### src/core/dps_map.vh
// Constants of the drive protection supervisor: register map, field
// positions, action codes and timing. Definitions only.
// Operation
// - Analogue input below its minimum raises the input fault.
// - Analogue action: 0 none, 1 alarm one bit 9, 2 trip fault one bit 15.
// - Keypad loss: warn alarm one bit 15; fault in local only, bit 11.
// - External fault: warning runs on; fault trips, fault two bit 6.
// - Input phase loss: 0 silent; 1 trips and sets fault one bit 8.
// - Output phase: 0 none, 1 alarm one bit 4, 2 trip fault two bit 0.
// - Earth fault after summed current stays over threshold for delay.
// - Earth fault: 0 none; 1 trips and sets fault one bit 4.
// - Stall: current high, frequency low, both longer than stall time.
// - Stall action: 0 none, 1 alarm one bit 0, 2 trip fault one bit 3.
// - Thermistor: 0 none, 1 alarm one bit 1, 2 trip fault one bit 7.
// - Encoder loss in closed loop, if acted on, sets fault two bit 2.
// - Encoder sub code: 1 A, 2 B, 3 both, 4 reversed, 5 card missing.
// - Brake supervision only when ack select is 1 to 8.
// - Brake release on run; in closed loop only after 70 percent flux.
// - No ack within lift delay: warn alarm one bit 14, fault two bit 10.
// - No watchdog edge past timeout: follower trips, fault one bit 13.
// - Only followers supervise the watchdog; masters never raise it.
`ifndef DPS_MAP_VH
`define DPS_MAP_VH

// Register byte offsets
`define DPS_OFF_CTRL 12'h000
`define DPS_OFF_ACT 12'h004
`define DPS_OFF_AIN_MIN 12'h008
`define DPS_OFF_EARTH_LVL 12'h00c
`define DPS_OFF_EARTH_DLY 12'h010
`define DPS_OFF_STALL_CUR 12'h014
`define DPS_OFF_STALL_FRQ 12'h018
`define DPS_OFF_STALL_TIME 12'h01c
`define DPS_OFF_BRAKE_DLY 12'h020
`define DPS_OFF_FOLLOW_TMO 12'h024
`define DPS_OFF_FAULT1 12'h028
`define DPS_OFF_FAULT2 12'h02c
`define DPS_OFF_ALARM1 12'h030
`define DPS_OFF_STATUS 12'h034

// Control register fields
`define DPS_CTRL_SRC_LSB 0
`define DPS_CTRL_FOLLOWER 2
`define DPS_CTRL_CLOSED 3
`define DPS_CTRL_ACKSEL_LSB 4
`define DPS_CTRL_FRESET 8

// Action register: two bits per condition
`define DPS_ACT_AIN 0
`define DPS_ACT_PANEL 2
`define DPS_ACT_EXT 4
`define DPS_ACT_INPH 6
`define DPS_ACT_OUTPH 8
`define DPS_ACT_EARTH 10
`define DPS_ACT_STALL 12
`define DPS_ACT_THERM 14
`define DPS_ACT_ENC 16
`define DPS_ACT_BRAKE 18

`define DPS_ACTION_NONE 2'h0
`define DPS_ACTION_WARN 2'h1
`define DPS_ACTION_FAULT 2'h2
`define DPS_SRC_LOCAL 2'h2

// Word bit positions
`define DPS_A1_STALL 0
`define DPS_A1_THERM 1
`define DPS_A1_OUTPH 4
`define DPS_A1_AIN 9
`define DPS_A1_BRAKE 14
`define DPS_A1_PANEL 15
`define DPS_F1_STALL 3
`define DPS_F1_EARTH 4
`define DPS_F1_THERM 7
`define DPS_F1_INPH 8
`define DPS_F1_PANEL 11
`define DPS_F1_FOLLOW 13
`define DPS_F1_AIN 15
`define DPS_F2_OUTPH 0
`define DPS_F2_ENC 2
`define DPS_F2_EXT 6
`define DPS_F2_BRAKE 10

// Reset values
`define DPS_RST_CTRL 32'h0000_0000
`define DPS_RST_ACT 32'h0000_0000
`define DPS_RST_LEVEL 16'h0000
`define DPS_RST_TIME 16'h0064
`define DPS_RST_FOLLOW 16'h07d0

// Timing: one supervision tick per millisecond
`define DPS_TICK_MS 1
`define DPS_CLK_KHZ 200000
`define DPS_TICK_CYC (`DPS_TICK_MS * `DPS_CLK_KHZ)
`define DPS_FLUX_PCT 70

`endif

### src/core/dps_supervisor.v
// Drive protection supervisor with APB register access.
// Assumes conditions come from drive logic on sys_clk, except the digital
// inputs and the master watchdog which are pins.
//
// Our own choices: the register offsets and the APB register port.
`timescale 1ns/1ps
`default_nettype none
`include "dps_map.vh"
module dps_supervisor #(
  parameter TICK_CYC = `DPS_TICK_CYC
) (
  // Clock and reset
  input wire sys_clk,
  input wire rst_b,
  // APB slave
  input wire psel,
  input wire penable,
  input wire pwrite,
  input wire [11:0] paddr,
  input wire [31:0] pwdata,
  output reg [31:0] prdata,
  output reg pready,
  output reg pslverr,
  // Measurements and conditions from the drive
  input wire [15:0] ain_level,
  input wire [15:0] earth_current,
  input wire [15:0] motor_current,
  input wire [15:0] output_freq,
  input wire [7:0] flux_pct,
  input wire panel_lost,
  input wire ext_fault,
  input wire in_phase_lost,
  input wire out_phase_lost,
  input wire therm_hot,
  input wire [2:0] enc_sub_code,
  input wire run_req,
  // Pins
  input wire [3:0] digital_input_pins,
  input wire master_watchdog,
  // Results
  output reg trip_q,
  output reg brake_release_q,
  output reg [15:0] fault_word_one_q,
  output reg [15:0] fault_word_two_q,
  output reg [15:0] alarm_word_one_q,
  output reg [2:0] enc_sub_q
);
  reg [31:0] ctrl_q;
  reg [31:0] act_q;
  reg [15:0] ain_min_q;
  reg [15:0] earth_lvl_q;
  reg [15:0] earth_dly_q;
  reg [15:0] stall_cur_q;
  reg [15:0] stall_frq_q;
  reg [15:0] stall_time_q;
  reg [15:0] brake_dly_q;
  reg [15:0] follow_tmo_q;
  reg [31:0] tick_cnt_q;
  reg tick_q;
  reg [2:0] wd_sync_q;
  reg wd_last_q;
  wire [3:0] din_q;
  reg fault_reset_q;

  // Action field decode used for every condition except the follower watchdog
  function [1:0] act_of;
    input [31:0] a;
    input integer lsb;
    begin
      act_of = a[lsb +: 2];
    end
  endfunction

  wire [1:0] control_source_select = ctrl_q[`DPS_CTRL_SRC_LSB +: 2];
  wire follower = ctrl_q[`DPS_CTRL_FOLLOWER];
  wire closed_loop = ctrl_q[`DPS_CTRL_CLOSED];
  wire [3:0] brake_ack_input_select = ctrl_q[`DPS_CTRL_ACKSEL_LSB +: 4];

  // APB
  wire wr = psel && penable && pwrite;
  wire rd_setup = psel && !penable && !pwrite;
  wire known = (paddr[1:0] == 2'h0) && (paddr <= `DPS_OFF_STATUS);

  always @(posedge sys_clk)
  begin
    if (!rst_b)
    begin
      ctrl_q <= `DPS_RST_CTRL;
      act_q <= `DPS_RST_ACT;
      ain_min_q <= `DPS_RST_LEVEL;
      earth_lvl_q <= `DPS_RST_LEVEL;
      earth_dly_q <= `DPS_RST_TIME;
      stall_cur_q <= `DPS_RST_LEVEL;
      stall_frq_q <= `DPS_RST_LEVEL;
      stall_time_q <= `DPS_RST_TIME;
      brake_dly_q <= `DPS_RST_TIME;
      follow_tmo_q <= `DPS_RST_FOLLOW;
      fault_reset_q <= 1'b0;
      pready <= 1'b0;
      pslverr <= 1'b0;
      prdata <= 32'h0000_0000;
    end
    else
    begin
      // Zero-wait answer: pready rises in the access cycle
      pready <= psel && !penable;
      pslverr <= psel && !penable && !known;
      fault_reset_q <= 1'b0;
      if (wr && known)
      begin
        case (paddr)
          `DPS_OFF_CTRL:
          begin
            ctrl_q <= pwdata & 32'h0000_00ff;
            fault_reset_q <= pwdata[`DPS_CTRL_FRESET];
          end
          `DPS_OFF_ACT: act_q <= pwdata & 32'h000f_ffff;
          `DPS_OFF_AIN_MIN: ain_min_q <= pwdata[15:0];
          `DPS_OFF_EARTH_LVL: earth_lvl_q <= pwdata[15:0];
          `DPS_OFF_EARTH_DLY: earth_dly_q <= pwdata[15:0];
          `DPS_OFF_STALL_CUR: stall_cur_q <= pwdata[15:0];
          `DPS_OFF_STALL_FRQ: stall_frq_q <= pwdata[15:0];
          `DPS_OFF_STALL_TIME: stall_time_q <= pwdata[15:0];
          `DPS_OFF_BRAKE_DLY: brake_dly_q <= pwdata[15:0];
          `DPS_OFF_FOLLOW_TMO: follow_tmo_q <= pwdata[15:0];
          default: ;
        endcase
      end
      if (rd_setup)
      begin
        case (paddr)
          `DPS_OFF_CTRL: prdata <= ctrl_q;
          `DPS_OFF_ACT: prdata <= act_q;
          `DPS_OFF_AIN_MIN: prdata <= {16'h0000, ain_min_q};
          `DPS_OFF_EARTH_LVL: prdata <= {16'h0000, earth_lvl_q};
          `DPS_OFF_EARTH_DLY: prdata <= {16'h0000, earth_dly_q};
          `DPS_OFF_STALL_CUR: prdata <= {16'h0000, stall_cur_q};
          `DPS_OFF_STALL_FRQ: prdata <= {16'h0000, stall_frq_q};
          `DPS_OFF_STALL_TIME: prdata <= {16'h0000, stall_time_q};
          `DPS_OFF_BRAKE_DLY: prdata <= {16'h0000, brake_dly_q};
          `DPS_OFF_FOLLOW_TMO: prdata <= {16'h0000, follow_tmo_q};
          `DPS_OFF_FAULT1: prdata <= {16'h0000, fault_word_one_q};
          `DPS_OFF_FAULT2: prdata <= {16'h0000, fault_word_two_q};
          `DPS_OFF_ALARM1: prdata <= {16'h0000, alarm_word_one_q};
          `DPS_OFF_STATUS:
            prdata <= {25'h0000000, enc_sub_q, brake_release_q,
                       wd_last_q, din_q[0], trip_q};
          default: prdata <= 32'h0000_0000;
        endcase
      end
    end
  end

  // Millisecond tick
  always @(posedge sys_clk)
  begin
    if (!rst_b)
    begin
      tick_cnt_q <= 32'h0000_0000;
      tick_q <= 1'b0;
    end
    else if (tick_cnt_q >= TICK_CYC - 1)
    begin
      tick_cnt_q <= 32'h0000_0000;
      tick_q <= 1'b1;
    end
    else
    begin
      tick_cnt_q <= tick_cnt_q + 32'h0000_0001;
      tick_q <= 1'b0;
    end
  end

  // Pin synchronisers; a change counts when stages two and three agree
  always @(posedge sys_clk)
  begin
    if (!rst_b)
    begin
      wd_sync_q <= 3'h0;
      wd_last_q <= 1'b0;
    end
    else
    begin
      wd_sync_q <= {wd_sync_q[1:0], master_watchdog};
      if (wd_sync_q[1] == wd_sync_q[2])
        wd_last_q <= wd_sync_q[2];
    end
  end

  // One chain per input pin; bit order follows the pin bus
  genvar gi;
  generate
    for (gi = 0; gi < 4; gi = gi + 1)
    begin : g_din
      reg [2:0] sync_q;
      reg level_q;
      always @(posedge sys_clk)
      begin
        if (!rst_b)
        begin
          sync_q <= 3'h0;
          level_q <= 1'b0;
        end
        else
        begin
          sync_q <= {sync_q[1:0], digital_input_pins[gi]};
          // Glitches shorter than a cycle never reach the level
          if (sync_q[1] == sync_q[2])
            level_q <= sync_q[2];
        end
      end
      assign din_q[gi] = level_q;
    end
  endgenerate

  wire wd_edge = (wd_sync_q[1] == wd_sync_q[2]) &&
                 (wd_sync_q[2] != wd_last_q);

  // Brake acknowledge: 1..4 plain, 5..8 inverted input
  wire brake_sup = (brake_ack_input_select != 4'h0) &&
                   (brake_ack_input_select <= 4'h8);
  wire [1:0] ack_idx = brake_ack_input_select[1:0] - 2'h1;
  wire ack_inv = brake_ack_input_select > 4'h4;
  wire brake_ack = din_q[ack_idx] ^ ack_inv;

  // Persistence timers
  wire earth_exp;
  wire stall_exp;
  wire brake_exp;
  wire follow_exp;
  wire earth_cond = earth_current > earth_lvl_q;
  wire stall_cond = (motor_current > stall_cur_q) &&
                    (output_freq < stall_frq_q);
  wire brake_cond = brake_sup && brake_release_q && !brake_ack;
  wire follow_cond = follower;

  dps_timer #(.W(16)) u_earth (
    .sys_clk(sys_clk), .rst_b(rst_b), .tick(tick_q),
    .cond(earth_cond), .restart(1'b0), .limit(earth_dly_q),
    .expired_q(earth_exp)
  );
  dps_timer #(.W(16)) u_stall (
    .sys_clk(sys_clk), .rst_b(rst_b), .tick(tick_q),
    .cond(stall_cond), .restart(1'b0), .limit(stall_time_q),
    .expired_q(stall_exp)
  );
  dps_timer #(.W(16)) u_brake (
    .sys_clk(sys_clk), .rst_b(rst_b), .tick(tick_q),
    .cond(brake_cond), .restart(1'b0), .limit(brake_dly_q),
    .expired_q(brake_exp)
  );
  dps_timer #(.W(16)) u_follow (
    .sys_clk(sys_clk), .rst_b(rst_b), .tick(tick_q),
    .cond(follow_cond), .restart(wd_edge), .limit(follow_tmo_q),
    .expired_q(follow_exp)
  );

  // Conditions and actions
  wire ain_low = ain_level < ain_min_q;
  wire enc_bad = closed_loop && (enc_sub_code != 3'h0);
  wire [1:0] a_ain = act_of(act_q, `DPS_ACT_AIN);
  wire [1:0] a_pan = act_of(act_q, `DPS_ACT_PANEL);
  wire [1:0] a_ext = act_of(act_q, `DPS_ACT_EXT);
  wire [1:0] a_inp = act_of(act_q, `DPS_ACT_INPH);
  wire [1:0] a_out = act_of(act_q, `DPS_ACT_OUTPH);
  wire [1:0] a_ear = act_of(act_q, `DPS_ACT_EARTH);
  wire [1:0] a_stl = act_of(act_q, `DPS_ACT_STALL);
  wire [1:0] a_thm = act_of(act_q, `DPS_ACT_THERM);
  wire [1:0] a_enc = act_of(act_q, `DPS_ACT_ENC);
  wire [1:0] a_brk = act_of(act_q, `DPS_ACT_BRAKE);

  reg [15:0] alarm_d;
  reg [15:0] f1_set;
  reg [15:0] f2_set;
  always @*
  begin
    alarm_d = 16'h0000;
    f1_set = 16'h0000;
    f2_set = 16'h0000;
    alarm_d[`DPS_A1_AIN] = ain_low && a_ain == `DPS_ACTION_WARN;
    f1_set[`DPS_F1_AIN] = ain_low && a_ain == `DPS_ACTION_FAULT;
    alarm_d[`DPS_A1_PANEL] = panel_lost && a_pan == `DPS_ACTION_WARN;
    f1_set[`DPS_F1_PANEL] = panel_lost && a_pan == `DPS_ACTION_FAULT &&
      control_source_select == `DPS_SRC_LOCAL;
    f2_set[`DPS_F2_EXT] = ext_fault && a_ext == `DPS_ACTION_FAULT;
    // Input phase uses 1 as its fault code
    f1_set[`DPS_F1_INPH] = in_phase_lost && a_inp == 2'h1;
    alarm_d[`DPS_A1_OUTPH] = out_phase_lost && a_out == `DPS_ACTION_WARN;
    f2_set[`DPS_F2_OUTPH] = out_phase_lost &&
      a_out == `DPS_ACTION_FAULT;
    f1_set[`DPS_F1_EARTH] = earth_exp && a_ear == 2'h1;
    alarm_d[`DPS_A1_STALL] = stall_exp && a_stl == `DPS_ACTION_WARN;
    f1_set[`DPS_F1_STALL] = stall_exp &&
      a_stl == `DPS_ACTION_FAULT;
    alarm_d[`DPS_A1_THERM] = therm_hot && a_thm == `DPS_ACTION_WARN;
    f1_set[`DPS_F1_THERM] = therm_hot &&
      a_thm == `DPS_ACTION_FAULT;
    // Encoder warning marks fault word two but never trips
    f2_set[`DPS_F2_ENC] = enc_bad &&
      a_enc == `DPS_ACTION_FAULT;
    alarm_d[`DPS_A1_BRAKE] = brake_exp && a_brk == `DPS_ACTION_WARN;
    f2_set[`DPS_F2_BRAKE] = brake_exp &&
      a_brk == `DPS_ACTION_FAULT;
    f1_set[`DPS_F1_FOLLOW] = follow_exp;
  end

  wire enc_warn = enc_bad && a_enc == `DPS_ACTION_WARN;

  // Latched trips; a new cause wins over the fault reset
  always @(posedge sys_clk)
  begin
    if (!rst_b)
    begin
      fault_word_one_q <= 16'h0000;
      fault_word_two_q <= 16'h0000;
      alarm_word_one_q <= 16'h0000;
      trip_q <= 1'b0;
      enc_sub_q <= 3'h0;
      brake_release_q <= 1'b0;
    end
    else
    begin
      alarm_word_one_q <= alarm_d;
      if (fault_reset_q)
      begin
        fault_word_one_q <= f1_set;
        fault_word_two_q <= f2_set | {13'h0000, enc_warn, 2'h0};
        trip_q <= |{f1_set, f2_set};
      end
      else
      begin
        fault_word_one_q <= fault_word_one_q | f1_set;
        fault_word_two_q <= fault_word_two_q | f2_set |
          {13'h0000, enc_warn, 2'h0};
        trip_q <= trip_q | (|{f1_set, f2_set});
      end
      if (enc_bad && a_enc != `DPS_ACTION_NONE)
        enc_sub_q <= enc_sub_code;
      else if (fault_reset_q)
        enc_sub_q <= 3'h0;
      // Tripping drops the brake
      brake_release_q <= run_req && !trip_q &&
        (!closed_loop || flux_pct >= `DPS_FLUX_PCT);
    end
  end
endmodule
`default_nettype wire

### src/core/dps_timer.v
// Persistence timer: counts ticks while its condition holds.
// Assumes a one-cycle tick enable on the same clock.
`timescale 1ns/1ps
`default_nettype none
module dps_timer #(
  parameter W = 16
) (
  // Clock and reset
  input wire sys_clk,
  input wire rst_b,
  // Control
  input wire tick,
  input wire cond,
  input wire restart,
  input wire [W-1:0] limit,
  // Result
  output reg expired_q
);
  reg [W-1:0] cnt_q;
  always @(posedge sys_clk)
  begin
    if (!rst_b || !cond || restart)
    begin
      cnt_q <= {W{1'b0}};
      expired_q <= 1'b0;
    end
    else if (tick)
    begin
      if (cnt_q >= limit)
        expired_q <= 1'b1;
      else
        cnt_q <= cnt_q + {{(W-1){1'b0}}, 1'b1};
    end
  end
endmodule
`default_nettype wire

### config.mk
export PLATFORM = sky130hd
export DESIGN_NAME = dps_supervisor
export DESIGN_NICKNAME = d
export VERILOG_FILES = /design/src/core/dps_supervisor.v /design/src/core/dps_timer.v
export VERILOG_INCLUDE_DIRS = /design/src /design/src/core
export SDC_FILE = /design/constraint.sdc
export NUM_CORES = 1
export LEC_CHECK = 0
export ABC_AREA = 1
export BUFFER_PORTS_ARGS = -buffer_cell sky130_fd_sc_hd__buf_2
export CAP_MARGIN = 20
export CORE_ASPECT_RATIO = 0.7
export CORE_MARGIN = 2
export CORE_UTILIZATION = 64
export CTS_CLUSTER_DIAMETER = 150
export DETAILED_ROUTE_END_ITERATION = 8
export GPL_TIMING_DRIVEN = 0
export PLACE_DENSITY = 0.89
export SYNTH_ARGS = -nofsm -noshare
export SYNTH_HDL_FRONTEND = slang
export SYNTH_SLANG_ARGS = --single-unit
### constraint.sdc
create_clock -name sys_clk -period 5.55 [get_ports sys_clk]
set_input_delay 0.2775 -clock sys_clk [delete_from_list [all_inputs] [get_ports sys_clk]]
set_output_delay 0.2775 -clock sys_clk [all_outputs]
set_load 0.02 [all_outputs]
# ---- After elaboration in Yosys (flattened, before gate mapping)
# Cells that the tools add are included.
dict set report totals {
  mem_bits_ro 0
  out_inout_bits 87
  ff_bits 365
  word_cells 198
  in_bits 135
  latchBits 0
  n_memories 0
  ram_bits 0
}
dict set report classes {
  n_mux 9
  n_eq_ne 37
  n_shift 0
  n_reduce_logical 79
  n_lt_le_gt_ge 14
  mul 0
  addsub 6
  bitwise_logic 11
  div 0
}
# op count
set op_table {}
lappend op_table {{case mux 20 bit (14 select lines)} 1}
lappend op_table {{== test 12 x 6 -> 1 bit (second input constant)} 6}
lappend op_table {{adder 16 x 1 -> 16 bit (second input constant)} 4}
lappend op_table {{greater-or-equal comparator 16 bit} 4}
lappend op_table {{== test 12 x 5 -> 1 bit (second input constant)} 4}
lappend op_table {{AND reduction 2 bit} 18}
lappend op_table {{logical AND 1 bit} 34}
lappend op_table {{adder 32 x 1 -> 32 bit (second input constant)} 1}
lappend op_table {{greater-or-equal comparator 32 x 18 -> 1 bit (second input constant)} 1}
lappend op_table {{greater-than comparator 16 bit} 2}
lappend op_table {{less-than comparator 16 bit} 2}
lappend op_table {{2-to-1 mux 16 bit} 2}
lappend op_table {{== test 12 x 4 -> 1 bit (second input constant)} 2}
lappend op_table {{== test 2 x 1 -> 1 bit (second input constant)} 9}
lappend op_table {{== test 2 bit (second input constant)} 9}
lappend op_table {{OR 16 x 11 -> 16 bit} 1}
lappend op_table {{OR 16 bit} 1}
lappend op_table {{OR 16 x 3 -> 16 bit} 1}
lappend op_table {{== test 12 x 3 -> 1 bit (second input constant)} 1}
lappend op_table {{less-or-equal comparator 12 x 6 -> 1 bit (second input constant)} 1}
lappend op_table {{logical NOT 12 bit} 1}
lappend op_table {{logical NOT 1 bit} 11}
lappend op_table {{OR 11 x 3 -> 11 bit} 1}
lappend op_table {{OR reduction 11 bit} 1}
lappend op_table {{20 further kinds} 38}

# ---- Depth between registers and ports, before layout
# Gate-level depths: netlist (run 1).
dict set report depth {
  ltp_word 8
  depth_mapped 13
  ltp_nobuf 13
}

# ---- Cells and area by module
# Synthesis (run 1) repeated with hierarchy kept, for this count alone.
dict set report unflattened {
  cells_unflattened 2700
  area_unflattened_um2 18591.6
}
# module area_per_inst_um2 n_inst seq_area_each_um2 cells_per_inst
set modules_own_cells {}
lappend modules_own_cells {dps_supervisor 12555.8 1 5084.9 1760}
lappend modules_own_cells {dps_timer 1508.9 4 340.3 235}

# ---- Least setup slack after synthesis (run 1)
# No wires, ideal clock.
dict set report synth_timing {
  kind {register to register}
  from {register follow_tmo_q[15]}
  to {register u_follow.cnt_q[10]}
  synth_period_minus_slack_ns 1.898
  t_required_ns 5.480
  setup_slack_ns 3.652
  path_buffers 1
  setup_ns 0.070
  stages_incl_launch_ff 10
  arrival_time_ns 1.828
  cell_sequence {dfxtp_1 inv_1 ha_1 a21oi_1 o21ai_0 nand2b_1 a21oi_1 clkbuf_1 nand4_1 a21oi_1}
}
dict set report synth_via {
  elab_chain_cells 3
}
# item line
set synth_rtl {}
lappend synth_rtl {{from (decl)} dps_supervisor.v:57} ;# reg [15:0] follow_tmo_q;
lappend synth_rtl {{from (signal assigned)} dps_supervisor.v:97} ;# follow_tmo_q <= `DPS_RST_FOLLOW;
lappend synth_rtl {{from (signal assigned)} dps_supervisor.v:125} ;# `DPS_OFF_FOLLOW_TMO: follow_tmo_q <= pwdata[15:0];
lappend synth_rtl {{greater-or-equal comparator 16 bit} dps_timer.v:29} ;# if (cnt_q >= limit)
lappend synth_rtl {{NOT 1 bit (no line)} --}
lappend synth_rtl {{AND reduction 2 bit (no line)} --}
lappend synth_rtl {{to (signal assigned)} dps_timer.v:24} ;# cnt_q <= {W{1'b0}};
lappend synth_rtl {{to (signal assigned)} dps_timer.v:32} ;# cnt_q <= cnt_q + {{(W-1){1'b0}}, 1'b1};
lappend synth_rtl {{to (decl)} dps_timer.v:19} ;# reg [W-1:0] cnt_q;
# No other way between the ends.
# A chain may end at the register's enable or synchronous reset.

# ---- Worst setup path after layout (run 1)
dict set report layout_timing {
  from {register stall_cur_q[9]}
  to {register u_stall.expired_q}
}
dict set report layout_via {
  elab_chain_cells 4
}
# item line
set layout_rtl {}
lappend layout_rtl {{from (decl)} dps_supervisor.v:53} ;# reg [15:0] stall_cur_q;
lappend layout_rtl {{from (signal assigned)} dps_supervisor.v:93} ;# stall_cur_q <= `DPS_RST_LEVEL;
lappend layout_rtl {{from (signal assigned)} dps_supervisor.v:121} ;# `DPS_OFF_STALL_CUR: stall_cur_q <= pwdata[15:0];
lappend layout_rtl {{greater-than comparator 16 bit} dps_supervisor.v:232} ;# wire stall_cond = (motor_current > stall_cur_q) &&
lappend layout_rtl {{logical AND 1 bit} dps_supervisor.v:232}
lappend layout_rtl {{logical NOT 1 bit} dps_timer.v:22} ;# if (!rst_b || !cond || restart)
lappend layout_rtl {{logical OR 1 bit} dps_timer.v:22}
lappend layout_rtl {{to (signal assigned)} dps_timer.v:25} ;# expired_q <= 1'b0;
lappend layout_rtl {{to (signal assigned)} dps_timer.v:30} ;# expired_q <= 1'b1;
lappend layout_rtl {{to (decl)} dps_timer.v:17} ;# output reg expired_q
# No other way between the ends.

==> out/qor.csv, run 1 <==
stage,metric,value,unit
detailed_routing,drt first-iter violations,2604,
cells_and_area,layout cells sized above 1,0.1161,
floorplanning,Initial Util,0.6509,
sta,Sum Neg Setup Slack,0,ps
floorplanning,die width,205.1,µm
setup_path,critical path required time,6020,ps
grt,initial antenna violation count,0,
logic_synthesis,post-synthesis async set-or-reset flop share,0,
setup_path,CP max FO,10,
detailed_routing,ANT nets after route,0,
sta,"Period Utilization, post-route",0.4981,
logic_synthesis,synth warn,0,
cells_and_area,largest reg by FF count,tick_cnt_q,
logic_synthesis,"count leader, synth",nand2_1,
detailed_routing,WL/cell,20.22,µm
cells_and_area,Final nets,3111,
floorplanning,io pins,222,
sta,"Hold Violations, Final",0,
cells_and_area,max reg flops,32,
clocking,CTS tree,built,
worst_hold_path,HP Class,in2reg,
detailed_routing,final WL,65530,µm
logic_synthesis,syn_area_per_cell,7.036,µm²
logic_synthesis,Cell variety after synth,43,
setup_path,startpoint types,flip-flop,
floorplanning,Core ar.,27820,µm²
placed_design,final RePlAce weighted congestion,1.048,
floorplanning,Die Ht,144.7,µm
logic_synthesis,cell taking the most area after synthesis,dfxtp_1,
worst_hold_path,Hold Startpoint,pwdata[16],
logic_synthesis,"FF+latch count, synth",322,
sta,Max Fclk,0.3617,GHz
logic_synthesis,synth cell count leaders,"452 x nand2_1, 330 x inv_1, 322 x dfxtp_1",
grt,gr ovfl total,0,
sta,Final Skew,13.10,ps
sta,RSZ-0062 raised after global routing,no,
logic_synthesis,Main synth FF type,dfxtp_1,
detailed_routing,total number of vias,19554,
power_and_ir_drop,post-layout power,0.004983,W
clocking,CTS resizes,0,
setup_path,Crit path arrival time,3230,ps
grt,first-pass GRT wire length,98180,µm
grt,GRT Total Usage,0.4319,
cells_and_area,Area Growth Syn to Fin,15.34,%
sta,Worst slew margin,0.1858,
clocking,H-tree Lvls,1,
logic_synthesis,Mapped Area,18110,µm²
run,Max-Cap Viols,0,
logic_synthesis,Post-synth EDFFs,0,
setup_path,Crit Path Class,reg2reg,
floorplanning,Die ar.,29680,µm²
floorplanning,floorplan row count,51,
setup_path,RR Startpoint,stall_cur_q[9],
clocking,clk buf depth,3,
grt,vias in the first global route,18017,
cells_and_area,Largest regs,"tick_cnt_q x32, act_q x20, prdata x20",
setup_path,Critical Path End Type,flip-flop,
detailed_routing,First-pass DRT Iterations,6,
setup_path,CP Launch Point,stall_cur_q[9],
detailed_routing,Vias/cell,6.033,
sta,Slew @ Worst Pin,1221,ps
power_and_ir_drop,Worst VDD drop,0.0002781,V
clocking,TritonCTS buffer count,31,
clocking,clock-pin slew on the worst setup and hold paths,70,ps
placed_design,IO Port Bufs,160,
clocking,Clock Sinks,322,
detailed_routing,DRC viols,0,
run_status,outcome,completed,
sta,Setup-failing EPs final,0,
logic_synthesis,sequential element share of the synthesized area,0.3559,
sta,final slew viol count,0,
placed_design,detailed placer's ending HPWL,48960,µm
logic_synthesis,synth top area cells,"dfxtp_1 36%, nand2_1 9.4%, ha_1 9.1%, a21oi_1 8.1%, inv_1 6.8%",
logic_synthesis,cell count after synthesis,2574,
power_and_ir_drop,power per standard cell area,238.6,nW/µm²
grt,largest net degree at the start of global routing,17,
clocking,CTS root buf,clkbuf_16,
sta,"Min Clock Period, post-route",2764,ps
logic_synthesis,post-synth top area share,0.3559,
clocking,Clock Latency Late Sink,610,ps
power_and_ir_drop,LEAKAGE,8.997,nW
[layout by cell type (no fill, tap or decap), types with 8 or more instances in the layout]
| cell | netlist | layout |
|---|---|---|
| a21oi_1 | 293 | 293 |
| buf_1 | 8 | 8 |
| buf_2 | 35 | 195 |
| buf_4 | 50 | 50 |
| clkbuf_1 | 53 | 57 |
| clkbuf_16 | 0 | 31 |
| clkbuf_8 | 0 | 8 |
| conb_1 | 1 | 57 |
| dfxtp_1 | 322 | 322 |
| dlygate4sd3_1 | 0 | 21 |
| ha_1 | 132 | 132 |
| inv_1 | 330 | 330 |
| nand2_1 | 452 | 452 |
| nand3_1 | 185 | 185 |
| nand4_1 | 103 | 103 |
| nor2_1 | 219 | 219 |
| nor2_2 | 8 | 8 |
| nor3_1 | 58 | 58 |
| o211ai_1 | 17 | 17 |
| o21ai_0 | 165 | 165 |
| o21ai_1 | 23 | 23 |
| o21bai_1 | 9 | 9 |
| xnor2_1 | 16 | 16 |
| xor2_1 | 41 | 41 |
[repair_timing]
item                                   CTS  global route
hold buffers                            21             0
setup buffers                            0             0
endpoints found under the hold margin   19             0
[cell families after synthesis]
logic type / Yosys count / synth area share
simple gates: 1057 / 0.2614
compound gates: 522 / 0.1504
buf+inv: 483 / 0.1133
flops: 322 / 0.3559
fa+ha+maj: 132 / 0.09120
xor+xnor: 57 / 0.02757
other cells: 1 / 0.0002071
[path summary, 6_finish.rpt]
path / end / cells past startpoint / slack, ps
max: u_stall.expired_q / 8 / 2790
min: act_q[16] / 3 / 90
max reg2reg: u_stall.expired_q / 8 / 2790
min reg2reg: wd_sync_q[1] / 2 / 420
[worst max-delay path: stages (launching register included)]
cell	delay, ps
dfxtp_1	350
inv_1	90
ha_1	300
a21oi_1	160
o21ai_0	90
a21o_1	160
o211ai_1	870
clkbuf_1	490
nor2_1	110
[final cells by class]
class                   count  area (µm²)
well taps                 371       464.2
repair buffers            181        1011
clock inverters            15       190.2
multi-input cells        1825        9822
inverters                 336        1261
flip-flops and latches    322        6446
diodes                      1       2.502
clock buffers              43       900.9
plain buffers             147       790.8
fillers                  2120        6933
[stage by stage]
stage	worst slack, ps	cells	area, µm²	hold WS [ps]	util
floorplan	3652	2630	18320	356.2	-
global placement	2977	3161	19590	400.6	0.7039
detailed placement	2931	3161	19590	402.9	0.7039
CTS	2899	3240	20890	62.64	0.7507
global route	2693	3240	20890	107.2	0.7507
finish	2786	3241	20890	94.57	0.7508
[where the power goes]
part / total, W / switching, W / internal [W] / leakage (nW)
logic: 0.000368 / 0.000249 / 0.000119 / 5.86
registers: 0.00233 / 0.00000693 / 0.00232 / 2.60
clock network: 0.00228 / 0.000999 / 0.00129 / 0.531
[routing by layer]
layer	track usage	vias to the layer above	share of wire
met1	0.5602	9021	0.39
met4	0.1764	2	0.044
met3	0.1386	226	0.14
met5	0.01531	-	0.00095
met2	0.6655	1314	0.42
li1	-	8991	-
Note: power is estimated with default switching activity, not from simulation.
==> run 2, diff against run 1 <==
--- a/config.mk
+++ b/config.mk
@@ -11,11 +11,11 @@
 export CAP_MARGIN = 20
 export CORE_ASPECT_RATIO = 0.7
 export CORE_MARGIN = 2
-export CORE_UTILIZATION = 64
+export CORE_UTILIZATION = 59
 export CTS_CLUSTER_DIAMETER = 150
 export DETAILED_ROUTE_END_ITERATION = 8
 export GPL_TIMING_DRIVEN = 0
-export PLACE_DENSITY = 0.89
+export PLACE_DENSITY = 0.83
 export SYNTH_ARGS = -nofsm -noshare
 export SYNTH_HDL_FRONTEND = slang
 export SYNTH_SLANG_ARGS = --single-unit
==> constraint.sdc (replaced) <==
create_clock -name sys_clk -period 2.7 [get_ports sys_clk]
set_input_delay 0.135 -clock sys_clk [delete_from_list [all_inputs] [get_ports sys_clk]]
set_output_delay 0.135 -clock sys_clk [all_outputs]
set_load 0.02 [all_outputs]
==> run 2 against run 1 <==
Effect of this change: global-route usage fell by 3.2 points; critical path depth rose by 3; via count fell by 1.4%; highest routed layer is now met4; sequential power rose by 110%; register-to-register slack got worse by 2600 ps; final cell count rose by 1.5%; wire length fell by 0.70%; utilization fell by 4.9 points; total power rose by 110%; hold slack got worse by 51 ps; first-iteration DRC count fell by 3.7%; fmax rose by 10%.
==> out/qor.csv, run 2 (synthesis gave the netlist of run 1 again) <==
stage,metric,value,unit,change
placed_design,Post-DP Area,19640,µm²,+0.26%
detailed_routing,DRC viols,0,,unchanged
setup_path,critical path required time,3200,ps,-2820 ps
sta,Sum Neg Setup Slack,0,ps,unchanged
detailed_routing,final WL,65070,µm,-0.70%
sta,Max Fclk,0.3982,GHz,+10%
setup_path,startpoint types,flip-flop,,
clocking,CTS root buf,clkbuf_16,,
setup_path,CP Launch Point,brake_dly_q[11],,
sta,Setup-failing EPs final,0,,unchanged
setup_path,Crit path arrival time,3010,ps,-220 ps
clocking,CTS tree,built,,
worst_hold_path,HP Class,in2reg,,
cells_and_area,final core utilization,0.7016,,-0.04916
setup_path,r2r endpoint,u_brake.cnt_q[13],,
clocking,Clock Latency Late Sink,590,ps,-20 ps
sta,RSZ-0062 raised after global routing,no,,
clocking,TritonCTS buffer count,31,,unchanged
detailed_routing,ANT nets after route,0,,unchanged
worst_hold_path,hold path cells,3,,unchanged
sta,Final Skew,18.31,ps,+5.214 ps
detailed_routing,Vias/cell,5.861,,-2.9%
grt,vias in the first global route,17600,,-2.3%
sta,"Period Utilization, post-route",0.9302,,+0.4321
floorplanning,floorplan row count,53,,+3.9%
cells_and_area,Largest regs,"tick_cnt_q x32, act_q x20, prdata x20",,
grt,first-pass GRT wire length,98350,µm,+0.17%
setup_path,Crit Path Class,reg2reg,,
run_status,outcome,completed,,
cells_and_area,Final nets,3119,,+0.26%
worst_hold_path,worst hold endpoint,brake_dly_q[8],,
cells_and_area,most frequent cells in the layout,"452 x nand2_1, 330 x inv_1, 322 x dfxtp_1, 293 x a21oi_1, 219 x nor2_1",,
clocking,H-tree Lvls,1,,unchanged
sta,"Hold Violations, Final",0,,unchanged
detailed_routing,total number of vias,19277,,-1.4%
sta,final slew viol count,0,,unchanged
detailed_routing,drt first-iter violations,2507,,-3.7%
cells_and_area,final instance area,21120,µm²,+1.1%
sta,Worst slew margin,0.2662,,+0.08040
floorplanning,Die Ht,150.6,µm,+4.0%
detailed_routing,First-pass DRT Iterations,6,,unchanged
cells_and_area,n_diodes,0,,-1
cells_and_area,max reg flops,32,,unchanged
run,Max-Cap Viols,0,,unchanged
setup_path,RR Startpoint,brake_dly_q[11],,
cells_and_area,layout cells sized above 1,0.1185,,+0.002458
setup_path,Reg2Reg Depth,11,,+3
sta,"Min Clock Period, post-route",2512,ps,-252.9 ps
grt,gr ovfl total,0,,unchanged
power_and_ir_drop,LEAKAGE,9.093,nW,+1.1%
floorplanning,Initial Util,0.6015,,-0.04940
sta,Slew @ Worst Pin,1101,ps,-120.6 ps
setup_path,Critical Path End Type,flip-flop,,
floorplanning,Die ar.,32130,µm²,+8.3%
placed_design,detailed placer's ending HPWL,49070,µm,+0.23%
power_and_ir_drop,Worst VDD drop,0.0005950,V,+110%
detailed_routing,WL/cell,19.79,µm,-2.2%
cells_and_area,"commonest non-fill, non-tap cell in the layout",nand2_1,,
floorplanning,Core ar.,30110,µm²,+8.2%
placed_design,final RePlAce weighted congestion,1.028,,-1.9%
worst_hold_path,Hold Startpoint,pwdata[8],,
power_and_ir_drop,power per standard cell area,506.2,nW/µm²,+110%
cells_and_area,Area Growth Syn to Fin,16.64,%,
setup_path,r2r setup slk,190,ps,-2600 ps
clocking,Clock Sinks,322,,unchanged
floorplanning,io pins,222,,unchanged
grt,largest net degree at the start of global routing,16,,-1
clocking,clk buf depth,3,,unchanged
floorplanning,die width,213.4,µm,+4.1%
cells_and_area,largest reg by FF count,tick_cnt_q,,
placed_design,IO Port Bufs,160,,unchanged
grt,GRT Total Usage,0.3998,,-0.03207
grt,initial antenna violation count,3,,+3
clocking,clock-pin slew on the worst setup and hold paths,70,ps,about the same
setup_path,CP max FO,10,,unchanged
-- run 2: cell count changes in the layout (fill, tap and decap cells not counted), moves of 2 or more --
| cell | change |
|---|---|
| clkbuf_8 | -3 |
| clkinv_2 | +2 |
| bufinv_16 | +6 |
| clkbuf_1 | -5 |
| dlygate4sd3_1 | +5 |
| buf_4 | +2 |
-- run 2: cell type report --
cell class	instances	area [µm²]
Buffer	147	792.0
Inverter	336	1261
Multi-Input combinational cell	1825	9822
Timing Repair Buffer	189	1084
Clock inverter	22	359.1
Sequential cell	322	6446
Fill cell	2582	8982
Tap cell	412	515.5
Clock buffer	36	844.6
-- run 2: per-layer routing --
layer	part of all wire	GRT usage	vias up	routed length, µm
li1	-	-	9017	-
met5	0	0	-	0
met3	0.13	0.09908	174	8691
met1	0.41	0.5597	8891	26850
met4	0.034	0.1229	0	2220
met2	0.42	0.6058	1195	27320
-- run 2: what timing repair did --
item	in CTS	in global routing
resized for setup	0	2
hold buffers	26	0
setup endpoints to repair	0	20
buffers inserted	0	2
hold endpoints to repair	26	0
-- run 2: worst max-delay path by stage --
stage / endpoint / slack (ps) / cells after the start
detailed placement: u_stall.cnt_q[14] / 70 / 8
CTS: u_stall.expired_q / 50 / 8
global placement: u_stall.expired_q / 110 / 8
global route: u_brake.cnt_q[13] / 20 / 11
floorplan: u_follow.cnt_q[10] / 800 / 9
finish: u_brake.cnt_q[13] / 190 / 11
-- run 2: through the flow --
stage	hold WS, ps	power (W)	std cells	worst slack (ps)
floorplan	213.7	0.005290	2630	801.6
global placement	321.9	0.005562	3202	109.0
detailed placement	322.5	0.005587	3202	70.04
CTS	1.139	0.01064	3286	50.96
global route	19.67	0.01093	3289	18.77
finish	43.56	0.01069	3289	188.4
-- run 2: critical path, stage by stage, from the launching register on --
cell and delay, ps:
dfxtp_1 400, inv_1 70, ha_1 300, nand2_1 50, inv_1 70, nand3_1 80, nor3_1 310, nand2_1 270
nand4_1 370, buf_4 260, nand2_1 60, a21oi_1 180
-- run 2: report_power, final --
group,internal (W),switching (W)
clock network,0.00311,0.00204
logic,0.000251,0.000509
registers,0.00478,0.0000141
